**config.mk**
```make
export PLATFORM = sky130hd
export DESIGN_NAME = swk_mode_flags
export DESIGN_NICKNAME = d
export VERILOG_FILES = /design/src/inc/swk_pkg.sv /design/src/inc/swk_link_if.sv /design/src/hdl/swk_error_counter.sv /design/src/hdl/swk_silence_timer.sv /design/src/hdl/swk_mode_flags.sv
export SDC_FILE = /design/constraint.sdc
export NUM_CORES = 1
export LEC_CHECK = 0
export ABC_AREA = 1
export BUFFER_PORTS_ARGS = -buffer_cell sky130_fd_sc_hd__buf_2
export CORE_MARGIN = 2
export CORE_UTILIZATION = 53
export DETAILED_ROUTE_END_ITERATION = 8
export HOLD_SLACK_MARGIN = 0.1
export PLACE_DENSITY = 0.76
export REMOVE_ABC_BUFFERS = 1
export SYNTH_ARGS = -nofsm -noshare
export SYNTH_HDL_FRONTEND = slang
export SYNTH_SLANG_ARGS = --single-unit
```
**constraint.sdc**
```tcl
create_clock -name clock -period 2.3 [get_ports clock]
set_clock_uncertainty 0.2 [all_clocks]
set_input_delay 0.23 -clock clock [delete_from_list [all_inputs] [get_ports clock]]
set_output_delay 0.23 -clock clock [all_outputs]
set_load 0.05 [all_outputs]
```
**src/inc/swk_pkg.sv**
```systemverilog
// constants, types and decode helpers for the selective-wake mode and flag logic
// assumes one 125 MHz clock and an 8-bit register port with one-cycle read latency
// ==========================================================================
package swk_pkg;
  // ========================================================================
  // register map
  localparam logic [1:0] ADDR_MODE = 2'h0;
  localparam logic [1:0] ADDR_CTRL = 2'h1;
  localparam logic [1:0] ADDR_STAT = 2'h2;
  localparam logic [1:0] ADDR_PROTOCOL_ERROR_COUNT = 2'h3;
  localparam int CTRL_CFG_VALID = 0;
  localparam int CTRL_TO_MASK = 1;
  localparam int STAT_TIMEOUT = 0;
  localparam int STAT_SILENCE = 1;
  localparam int STAT_SYNC = 2;
  localparam int STAT_ARMED = 3;
  localparam int STAT_ERROR = 4;
  localparam int STAT_WAKE = 5;
  localparam logic [2:0] MODE_RESET = 3'h0;
  localparam logic [2:0] MODE_NORMAL = 3'h3;
  localparam logic [2:0] MODE_WAKE = 3'h1;
  localparam logic [2:0] MODE_OFF_ALT = 3'h4;
  localparam logic [7:0] RDATA_ZERO = 8'h00;
  // ========================================================================
  // error counter and silence timer
  localparam logic [5:0] PROTOCOL_ERROR_COUNT_TOP = 6'h1F;
  localparam logic [5:0] PROTOCOL_ERROR_COUNT_OVER = 6'h20;
  localparam logic [5:0] PROTOCOL_ERROR_COUNT_ONE = 6'h01;
  localparam logic [5:0] PROTOCOL_ERROR_COUNT_ZERO = 6'h00;
  localparam int SILENCE_US = 1000;
  localparam int CLOCK_MHZ = 125;
  localparam int SILENCE_CYCLES = SILENCE_US * CLOCK_MHZ;
  localparam int TIMER_W = 20;
  localparam logic TX_RECESSIVE = 1'b1;
  // ========================================================================
  // types
  typedef enum logic [3:0] {
    SBC_NORMAL = 4'h1, SBC_STOP = 4'h2, SBC_SLEEP = 4'h4, SBC_RESTART = 4'h8
  } sbc_mode_e;
  typedef enum logic [4:0] {
    SW_IDLE = 5'h01, SW_FRAME = 5'h02, SW_PAT1 = 5'h04, SW_PAT2 = 5'h08, SW_WOKEN = 5'h10
  } sw_state_e;
  typedef enum logic [3:0] {
    OP_OFF = 4'h1, OP_WAKE = 4'h2, OP_RXONLY = 4'h4, OP_NORMAL = 4'h8
  } op_mode_e;

  // a selective-wake code: bit 2 set and not the second off code
  function automatic logic swk_code(input logic [2:0] f);
    return f[2] && (f[1:0] != 2'h0);
  endfunction

  // operation actually carried out for a stored code
  function automatic op_mode_e op_of(input logic [2:0] f, input sbc_mode_e sbc);
    case (f[1:0])
      2'h0: return OP_OFF;
      2'h1: return OP_WAKE;
      2'h2: return OP_RXONLY;
      default: return (sbc == SBC_STOP && !f[2]) ? OP_WAKE : OP_NORMAL;
    endcase
  endfunction
endpackage

```
**src/inc/swk_link_if.sv**
```systemverilog
// signals between the mode logic and its counter and silence timer
// assumes all three parties run on the one clock
`timescale 1ns/1ps
interface swk_link_if;
  logic inc;
  logic dec;
  logic clear;
  logic freeze;
  logic [5:0] count;
  logic overflow;
  logic restart;
  logic run;
  logic expire;
  modport ctl (output inc, dec, clear, freeze, restart, run, input count, overflow, expire);
  modport cnt (input inc, dec, clear, freeze, output count, overflow);
  modport tmr (input restart, run, output expire);
endinterface

```
**src/hdl/swk_error_counter.sv**
```systemverilog
// protocol error counter with overflow pulse at the step from 31 to 32
// assumes increment and decrement requests are already gated by the enable
`timescale 1ns/1ps
module swk_error_counter (
  input wire logic clock,
  input wire logic resetn,
  swk_link_if.cnt link
);
  import swk_pkg::*;
  logic [5:0] count_q, count_d;
  logic overflow_q, overflow_d;

  always_comb begin
    count_d = count_q;
    overflow_d = 1'b0;
    if (link.clear) begin
      count_d = PROTOCOL_ERROR_COUNT_ZERO;
    end else if (link.freeze) begin
      count_d = count_q;
    end else if (link.inc) begin
      count_d = count_q + PROTOCOL_ERROR_COUNT_ONE;
      overflow_d = (count_q == PROTOCOL_ERROR_COUNT_TOP);
    end else if (link.dec && count_q != PROTOCOL_ERROR_COUNT_ZERO) begin
      count_d = count_q - PROTOCOL_ERROR_COUNT_ONE;
    end
  end

  always_ff @(posedge clock or negedge resetn) begin
    if (!resetn) begin
      count_q <= PROTOCOL_ERROR_COUNT_ZERO;
      overflow_q <= 1'b0;
    end else begin
      count_q <= count_d;
      overflow_q <= overflow_d;
    end
  end

  assign link.count = count_q;
  assign link.overflow = overflow_q;
endmodule // swk_error_counter

```
**src/hdl/swk_silence_timer.sv**
```systemverilog
// bus silence timer: one expiry pulse per quiet period
// assumes restart is high for any bus activity
`timescale 1ns/1ps
module swk_silence_timer #(
  parameter int CYCLES = swk_pkg::SILENCE_CYCLES
) (
  input wire logic clock,
  input wire logic resetn,
  swk_link_if.tmr link
);
  import swk_pkg::*;
  localparam logic [TIMER_W-1:0] TERMINAL = TIMER_W'(CYCLES - 1);
  logic [TIMER_W-1:0] count_q, count_d;
  logic expire_q, expire_d;

  // counter holds at terminal so expiry fires once until restart, by bus activity or a sub-state change
  always_comb begin
    count_d = count_q;
    expire_d = 1'b0;
    if (link.restart || !link.run) begin
      count_d = '0;
    end else if (count_q != TERMINAL) begin
      count_d = count_q + 1'b1;
      expire_d = (count_d == TERMINAL);
    end
  end

  always_ff @(posedge clock or negedge resetn) begin
    if (!resetn) begin
      count_q <= '0;
      expire_q <= 1'b0;
    end else begin
      count_q <= count_d;
      expire_q <= expire_d;
    end
  end

  assign link.expire = expire_q;
endmodule // swk_silence_timer

```
**src/hdl/swk_mode_flags.sv**
```systemverilog
// transceiver mode field, selective-wake sub-states and status flags
// assumes bus event inputs are one-cycle pulses from the frame decoder
//
// Chosen here: the placing of the registers and strobed register access.
`timescale 1ns/1ps
module swk_mode_flags #(
  parameter int SILENCE_CYCLES = swk_pkg::SILENCE_CYCLES
) (
  input wire logic clock,
  input wire logic resetn,
  input wire swk_pkg::sbc_mode_e sbc_mode,
  input wire logic [1:0] reg_addr,
  input wire logic [7:0] reg_wdata,
  input wire logic reg_wr,
  input wire logic reg_rd,
  output logic [7:0] reg_rdata,
  input wire logic bus_activity,
  input wire logic frame_valid,
  input wire logic protocol_error,
  input wire logic wake_pattern,
  input wire logic wake_frame,
  input wire logic bus_rx,
  input wire logic tx_pin,
  output logic rx_pin,
  output logic bus_tx,
  output logic timeout_irq,
  output logic wake_irq,
  output logic wake_request
);
  import swk_pkg::*;

  // ========================================================================
  // state
  swk_link_if link ();
  sw_state_e state_q, state_d;
  logic [2:0] field_q, field_d;
  logic cfg_valid_q, cfg_valid_d;
  logic to_mask_q, to_mask_d;
  logic timeout_q, timeout_d;
  logic silence_q, silence_d;
  logic sync_q, sync_d;
  logic armed_q, armed_d;
  logic error_q, error_d;
  logic wake_q, wake_d;
  logic timeout_irq_q, timeout_irq_d;
  logic wake_irq_q, wake_irq_d;
  logic wake_req_q, wake_req_d;
  logic rx_q, rx_d;
  logic tx_q, tx_d;
  logic [7:0] rdata_q, rdata_d;

  op_mode_e op;
  logic sel;
  logic swk_live;
  logic mode_wr;
  logic stat_wr;
  logic ctrl_wr;
  logic det_state;
  logic wake_evt;
  logic cfg_error;
  logic sync_track;
  logic timeout_evt;

  swk_error_counter u_counter (
    .clock(clock),
    .resetn(resetn),
    .link(link)
  );

  swk_silence_timer #(
    .CYCLES(SILENCE_CYCLES)
  ) u_timer (
    .clock(clock),
    .resetn(resetn),
    .link(link)
  );

  // ========================================================================
  // decode
  always_comb begin
    sel = swk_code(field_q);
    op = op_of(field_q, sbc_mode);
    // the stored code is kept; the error flag only removes frame matching
    swk_live = sel && !error_q;
    mode_wr = reg_wr && reg_addr == ADDR_MODE && sbc_mode == SBC_NORMAL;
    ctrl_wr = reg_wr && reg_addr == ADDR_CTRL;
    stat_wr = reg_wr && reg_addr == ADDR_STAT;
    det_state = state_q == SW_FRAME || state_q == SW_PAT2;
    timeout_evt = link.expire && det_state;
    wake_evt = (state_q == SW_FRAME && wake_frame && swk_live)
      || (state_q == SW_PAT2 && wake_pattern)
      || (state_q == SW_FRAME && link.overflow);
    // config check on enabling, or config dropped while enabled in Normal
    cfg_error = (mode_wr && swk_code(reg_wdata[2:0]) && !cfg_valid_q)
      || (ctrl_wr && sel && sbc_mode == SBC_NORMAL && !reg_wdata[CTRL_CFG_VALID]);
    sync_track = op == OP_NORMAL || op == OP_RXONLY || state_q == SW_FRAME;
  end

  // ========================================================================
  // selective-wake sub-state machine
  always_comb begin
    state_d = state_q;
    case (state_q)
      SW_IDLE: begin
        // entry does not look at sync, so a silent bus never blocks it
        if (sel) begin
          state_d = error_q ? SW_PAT2 : SW_FRAME;
        end
      end
      SW_FRAME: begin
        if (wake_evt) begin
          state_d = SW_WOKEN;
        end else if (error_q) begin
          state_d = SW_PAT2;
        end else if (link.expire) begin
          state_d = SW_PAT1;
        end
      end
      SW_PAT1: begin
        if (error_q) begin
          state_d = SW_PAT2;
        end else if (wake_pattern) begin
          state_d = SW_FRAME;
        end
      end
      SW_PAT2: begin
        if (wake_pattern) begin
          state_d = SW_WOKEN;
        end
      end
      SW_WOKEN: begin
        state_d = SW_WOKEN;
      end
      default: begin
        state_d = SW_IDLE;
      end
    endcase
    // rewriting the field rearms; clearing bit 2 leaves selective wake
    if (mode_wr || !sel) begin
      state_d = SW_IDLE;
    end
  end

  // ========================================================================
  // counter and timer control
  always_comb begin
    link.inc = protocol_error && sync_track;
    link.dec = frame_valid && sync_track;
    link.freeze = state_q == SW_WOKEN;
    link.clear = (state_q == SW_FRAME && state_d == SW_PAT1)
      || (state_d == SW_FRAME && state_q != SW_FRAME)
      || mode_wr
      || field_q == MODE_RESET || field_q == MODE_OFF_ALT || field_q == MODE_WAKE;
    link.restart = bus_activity || state_d != state_q;
    link.run = det_state || state_q == SW_PAT1;
  end

  // ========================================================================
  // registers and flags
  always_comb begin
    field_d = field_q;
    cfg_valid_d = cfg_valid_q;
    to_mask_d = to_mask_q;
    timeout_d = timeout_q;
    silence_d = silence_q;
    sync_d = sync_q;
    armed_d = armed_q;
    error_d = error_q;
    wake_d = wake_q;
    if (mode_wr) begin
      field_d = reg_wdata[2:0];
    end
    if (ctrl_wr) begin
      cfg_valid_d = reg_wdata[CTRL_CFG_VALID];
      to_mask_d = reg_wdata[CTRL_TO_MASK];
    end
    if (wake_evt && state_q == SW_FRAME) begin
      cfg_valid_d = 1'b0;
    end
    // software clears by writing one; a same-cycle hardware set wins
    if (stat_wr && reg_wdata[STAT_TIMEOUT]) begin
      timeout_d = 1'b0;
    end
    if (timeout_evt) begin
      timeout_d = 1'b1;
    end
    if (wake_pattern) begin
      silence_d = 1'b0;
    end
    if (timeout_evt) begin
      silence_d = 1'b1;
    end
    if (sync_track && frame_valid) begin
      sync_d = 1'b1;
    end
    if (sync_track && protocol_error) begin
      sync_d = 1'b0;
    end
    if (state_q == SW_PAT2 || ((state_q == SW_FRAME || state_q == SW_PAT1) && !error_q)) begin
      armed_d = 1'b1;
    end
    if (wake_evt || !field_q[2]) begin
      armed_d = 1'b0;
    end
    // clearing is refused while selective wake lacks a valid configuration
    if (stat_wr && reg_wdata[STAT_ERROR] && !(field_q[2] && !cfg_valid_q)) begin
      error_d = 1'b0;
    end
    if (mode_wr && swk_code(reg_wdata[2:0]) && cfg_valid_q) begin
      error_d = 1'b0;
    end
    if ((sel && link.overflow) || cfg_error) begin
      error_d = 1'b1;
    end
    if (stat_wr && reg_wdata[STAT_WAKE]) begin
      wake_d = 1'b0;
    end
    if (wake_evt) begin
      wake_d = 1'b1;
    end
  end

  // ========================================================================
  // pins, pulses and read port
  always_comb begin
    // timeout fires again even while the flag is still set
    timeout_irq_d = timeout_evt && to_mask_q
      && (sbc_mode == SBC_NORMAL || sbc_mode == SBC_STOP);
    // a wake frame in Normal interrupts but leaves the receive pin alone
    wake_irq_d = wake_evt && (sbc_mode == SBC_NORMAL || sbc_mode == SBC_STOP);
    wake_req_d = wake_evt;
    rx_d = (op == OP_NORMAL || op == OP_RXONLY) ? bus_rx : TX_RECESSIVE;
    tx_d = (op == OP_NORMAL) ? tx_pin : TX_RECESSIVE;
    rdata_d = RDATA_ZERO;
    if (reg_rd) begin
      if (reg_addr == ADDR_MODE) begin
        rdata_d = {5'h00, field_q};
      end else if (reg_addr == ADDR_CTRL) begin
        rdata_d = {6'h00, to_mask_q, cfg_valid_q};
      end else if (reg_addr == ADDR_STAT) begin
        rdata_d = {2'h0, wake_q, error_q, armed_q, sync_q, silence_q, timeout_q};
      end else begin
        rdata_d = {2'h0, link.count};
      end
    end
  end

  always_ff @(posedge clock or negedge resetn) begin
    if (!resetn) begin
      state_q <= SW_IDLE;
      field_q <= MODE_RESET;
      cfg_valid_q <= 1'b0;
      to_mask_q <= 1'b0;
      timeout_q <= 1'b0;
      silence_q <= 1'b0;
      sync_q <= 1'b0;
      armed_q <= 1'b0;
      error_q <= 1'b0;
      wake_q <= 1'b0;
      timeout_irq_q <= 1'b0;
      wake_irq_q <= 1'b0;
      wake_req_q <= 1'b0;
      rx_q <= TX_RECESSIVE;
      tx_q <= TX_RECESSIVE;
      rdata_q <= RDATA_ZERO;
    end else begin
      state_q <= state_d;
      field_q <= field_d;
      cfg_valid_q <= cfg_valid_d;
      to_mask_q <= to_mask_d;
      timeout_q <= timeout_d;
      silence_q <= silence_d;
      sync_q <= sync_d;
      armed_q <= armed_d;
      error_q <= error_d;
      wake_q <= wake_d;
      timeout_irq_q <= timeout_irq_d;
      wake_irq_q <= wake_irq_d;
      wake_req_q <= wake_req_d;
      rx_q <= rx_d;
      tx_q <= tx_d;
      rdata_q <= rdata_d;
    end
  end

  assign reg_rdata = rdata_q;
  assign rx_pin = rx_q;
  assign bus_tx = tx_q;
  assign timeout_irq = timeout_irq_q;
  assign wake_irq = wake_irq_q;
  assign wake_request = wake_req_q;
endmodule // swk_mode_flags

```
==> run_results.csv <==
group,metric,value,unit
status,outcome,"complete, but fails checks",
status,violations,"negative setup slack",
setup_path,end_kind,"register",
power_and_ir_drop,powerDensity,493,nW/um2
floorplan,start_util,54.4,%
finish,final_common_cell,"nand2_1",
synthesis,yosys.area.top_type,"dfrtp_1",
route,drt_wl_total,8660,um
min_path,worstHoldPathType,"input port to register",
power_and_ir_drop,p_clk_share,25.1,%
placement,gp_congestion,0.950,
sta,relSlewSlack,65.3,%
sta,hold_viol_final,0,
global_route,grt_overflow_total,0,
cts,cts-root-buf,"clkbuf_8",
power_and_ir_drop,internal_power,0.00145,W
floorplan,boundaryPins,38,
sta,min_period,2.35,ns
setup_path,timing.rr.start,"field_q[2]",
finish,area_growth,26.1,%
floorplan,die_y,84.3,um
finish,layout.nets,557,
power_and_ir_drop,p_leak,2.04,nW
power_and_ir_drop,power,0.00213,W
global_route,grt_pass1_wl,14300,um
setup_path,cp.arrival,2.35,ns
global_route,grt_max_degree,35,
global_route,grt_use_total,24.8,%
setup_path,crit_path_start_kind,"register",
cts,cts_tree,"built",
finish,drive_gt1_share,27.6,%
floorplan,dieArea,7100,um2
cts,path_clk_slew,0.10,ns
floorplan,fp.dieW,84.3,um
min_path,worstHoldStart,"frame_valid",
finish,instances_no_fill,603,
route,drc_errors,0,
sta,grt_setup_unrepaired,"yes",
floorplan,placeableCoreArea,6280,um2
synthesis,syn-instance-count,442,
global_route,antenna_found_initial,0,
synthesis,synthTopCellsByArea,"dfrtp_1 38%, nand2_1 8.9%, inv_1 6.6%, nor2_2 5.3%, nor2_1 4.9%",
cts,h-tree-depth,2,
synthesis,synth-edff-count,0,
setup_path,required,2.29,ns
power_and_ir_drop,pwr-share-comb,25.4,%
setup_path,path_class,"register to register",
sta,worstMarginPinSlew,0.521,ns
sta,period_share,102,%
synthesis,synth_area,3420,um2
setup_path,cp_max_fo,7,
finish,most-common-layout-cells,"78 x nand2_1, 58 x inv_1, 52 x dfrtp_1, 45 x nor2_1, 32 x buf_2",
synthesis,yosysSeqAreaShare,40.4,%
route,drtIter0Drc,310,
synthesis,synthFlopType,"dfrtp_1",
placement,dp.cells,571,
cts,cts_sinks,55,
synthesis,ys_warn_count,0,
power_and_ir_drop,pwr-share-seq,49.5,%
power_and_ir_drop,netSwitchingPower,0.000679,W
synthesis,ys_ff_latch,55,
finish,n_fill_cell,496,
finish,diodes,0,
job,cap_violations,0,
floorplan,rows,29,
route,ant_nets,0,
cts,clk_latency,0.31,ns
placement,dp_hpwl,6210,um
cts,cts_buffer_depth,2,
cts,cts_buffers,5,
power_and_ir_drop,power_switching_share,31.9,%
sta,clock.fmax,425,MHz
route,vias,3278,
global_route,grt_pass1_vias,3073,
placement,numPortBuffers,32,
synthesis,synth_cell_type_count,44,
route,wl_per_cell,14.4,um
synthesis,synth.top_cell.area_share,38.1,%
synthesis,syn_avg_cell_area,7.73,um2
sta,finalSetupViolations,1,
synthesis,ys_async_sr_fraction,100,%
route,dr.pass1.iters,5,
sta,setup_slack,-0.0522,ns
route,via_per_inst,5.44,
setup_path,cp-startpoint,"field_q[2]",
power_and_ir_drop,vdd_ir_drop_max,0.319,mV
sta,final_max_slew_viol_count,0,
-- Yosys cell counts (3+ instances only) --
master   number
dfrtp_1      52
a21oi_1      11
inv_2         5
o21ai_0      30
nand2_1      81
nor3_1        9
buf_4         3
nor3b_1       3
nand3_1      30
xnor2_1       4
xor2_1       18
nor2_1       45
or2_2         3
nor2_2       29
dfstp_2       3
inv_1        60
nand2_2       3
ha_1          6
nand4_1      14
-- worst max-delay path, stage by stage, from the launching register on --
cell	delay (ns)
dfrtp_1	0.40
inv_2	0.08
nand3_4	0.08
o21ai_4	0.18
nand2_2	0.09
nand2_4	0.14
ha_4	0.23
a21o_1	0.18
nand2_1	0.07
nand3_2	0.09
xnor2_2	0.15
nor2_1	0.14
nand2_1	0.07
nand2_1	0.09
nor2_1	0.05
-- registers in the layout, indices dropped and copies added, names as in the netlist --
name,cells
bus_tx,1
u_counter.link.overflow,1
silence_q,1
error_q,1
to_mask_q,1
u_timer.count_q,20
cfg_valid_q,1
timeout_irq,1
field_q,3
wake_request,1
armed_q,1
wake_q,1
u_timer.link.expire,1
state_q,5
reg_rdata,6
u_counter.link.count,6
timeout_q,1
sync_q,1
rx_pin,1
wake_irq,1
-- through the flow --
step | hold slack, ns | worst slack (ns) | util (%) | cell area (um2) | TNS [ns]
floorplan | -0.266 | 0.0171 | - | 3360 | 0
global placement | 0.0235 | -0.150 | 61.2 | 3840 | -0.506
detailed placement | 0.0409 | -0.245 | 61.2 | 3840 | -0.858
CTS | 0.112 | 0.00842 | 66.5 | 4170 | 0
global route | 0.147 | -0.203 | 68.6 | 4310 | -0.455
finish | 0.133 | -0.0522 | 68.6 | 4310 | -0.0522
-- kinds of logic after synthesis --
group | count (synthesis) | share of synthesized area (%)
adders and majority gates | 7 | 2.78
AOI/OAI and AO/OA | 55 | 9.30
and+or+nand+nor | 228 | 32.8
xor gates and xnor gates | 22 | 5.64
buffers and inverters | 74 | 8.97
other | 1 | 0.110
DFF | 55 | 40.4
-- routing by layer --
layer,GRT usage (%),part of all wire [%]
met5,0,0
met4,5.13,1.5
met3,3.74,5.7
met2,38.3,45
met1,37.1,47
-- final cells by class --
class / instances / area, um2 / share of cell area [%]
clock buffer: 5 / 68.8 / 1.60
clock inverter: 3 / 15.0 / 0.349
inverter: 67 / 251 / 5.84
multi-input combinational: 314 / 1880 / 43.6
sequential: 55 / 1380 / 32.0
tap: 77 / 96.3 / 2.24
timing repair buffer: 82 / 618 / 14.3
-- final timing paths --
path / to / slack, ns / cells past startpoint
max in group asynchronous: bus_tx / 1.07 / 3
max reg2reg: u_counter.link.count[5] / -0.05 / 14
min reg2reg: silence_q / 0.30 / 2
max: u_counter.link.count[5] / -0.05 / 14
min: sync_q / 0.13 / 4
min in group asynchronous: reg_rdata[0] / 0.21 / 2
-- what timing repair did --
item / CTS / global route
gates cloned: 0 / 1
hold buffers: 16 / 0
setup endpoints to repair: 4 / 27
pin swaps: 4 / 14
endpoints found under the hold margin: 37 / 0
setup buffers: 3 / 4
resized for setup: 12 / 19
-- power by group through the flow --
| stage | sequential, W | clock, W | combinational, W |
|---|---|---|---|
| 2_1_floorplan | 0.00109 | 0 | 0.000237 |
| 5_1_grt | 0.00106 | 0.000578 | 0.000597 |
| 4_1_cts | 0.00105 | 0.000540 | 0.000485 |
| 6_report | 0.00105 | 0.000533 | 0.000541 |
| 3_3_place_gp | 0.00107 | 0 | 0.000425 |
| 3_5_place_dp | 0.00107 | 0 | 0.000433 |
Power figures use the tool's default switching activity.
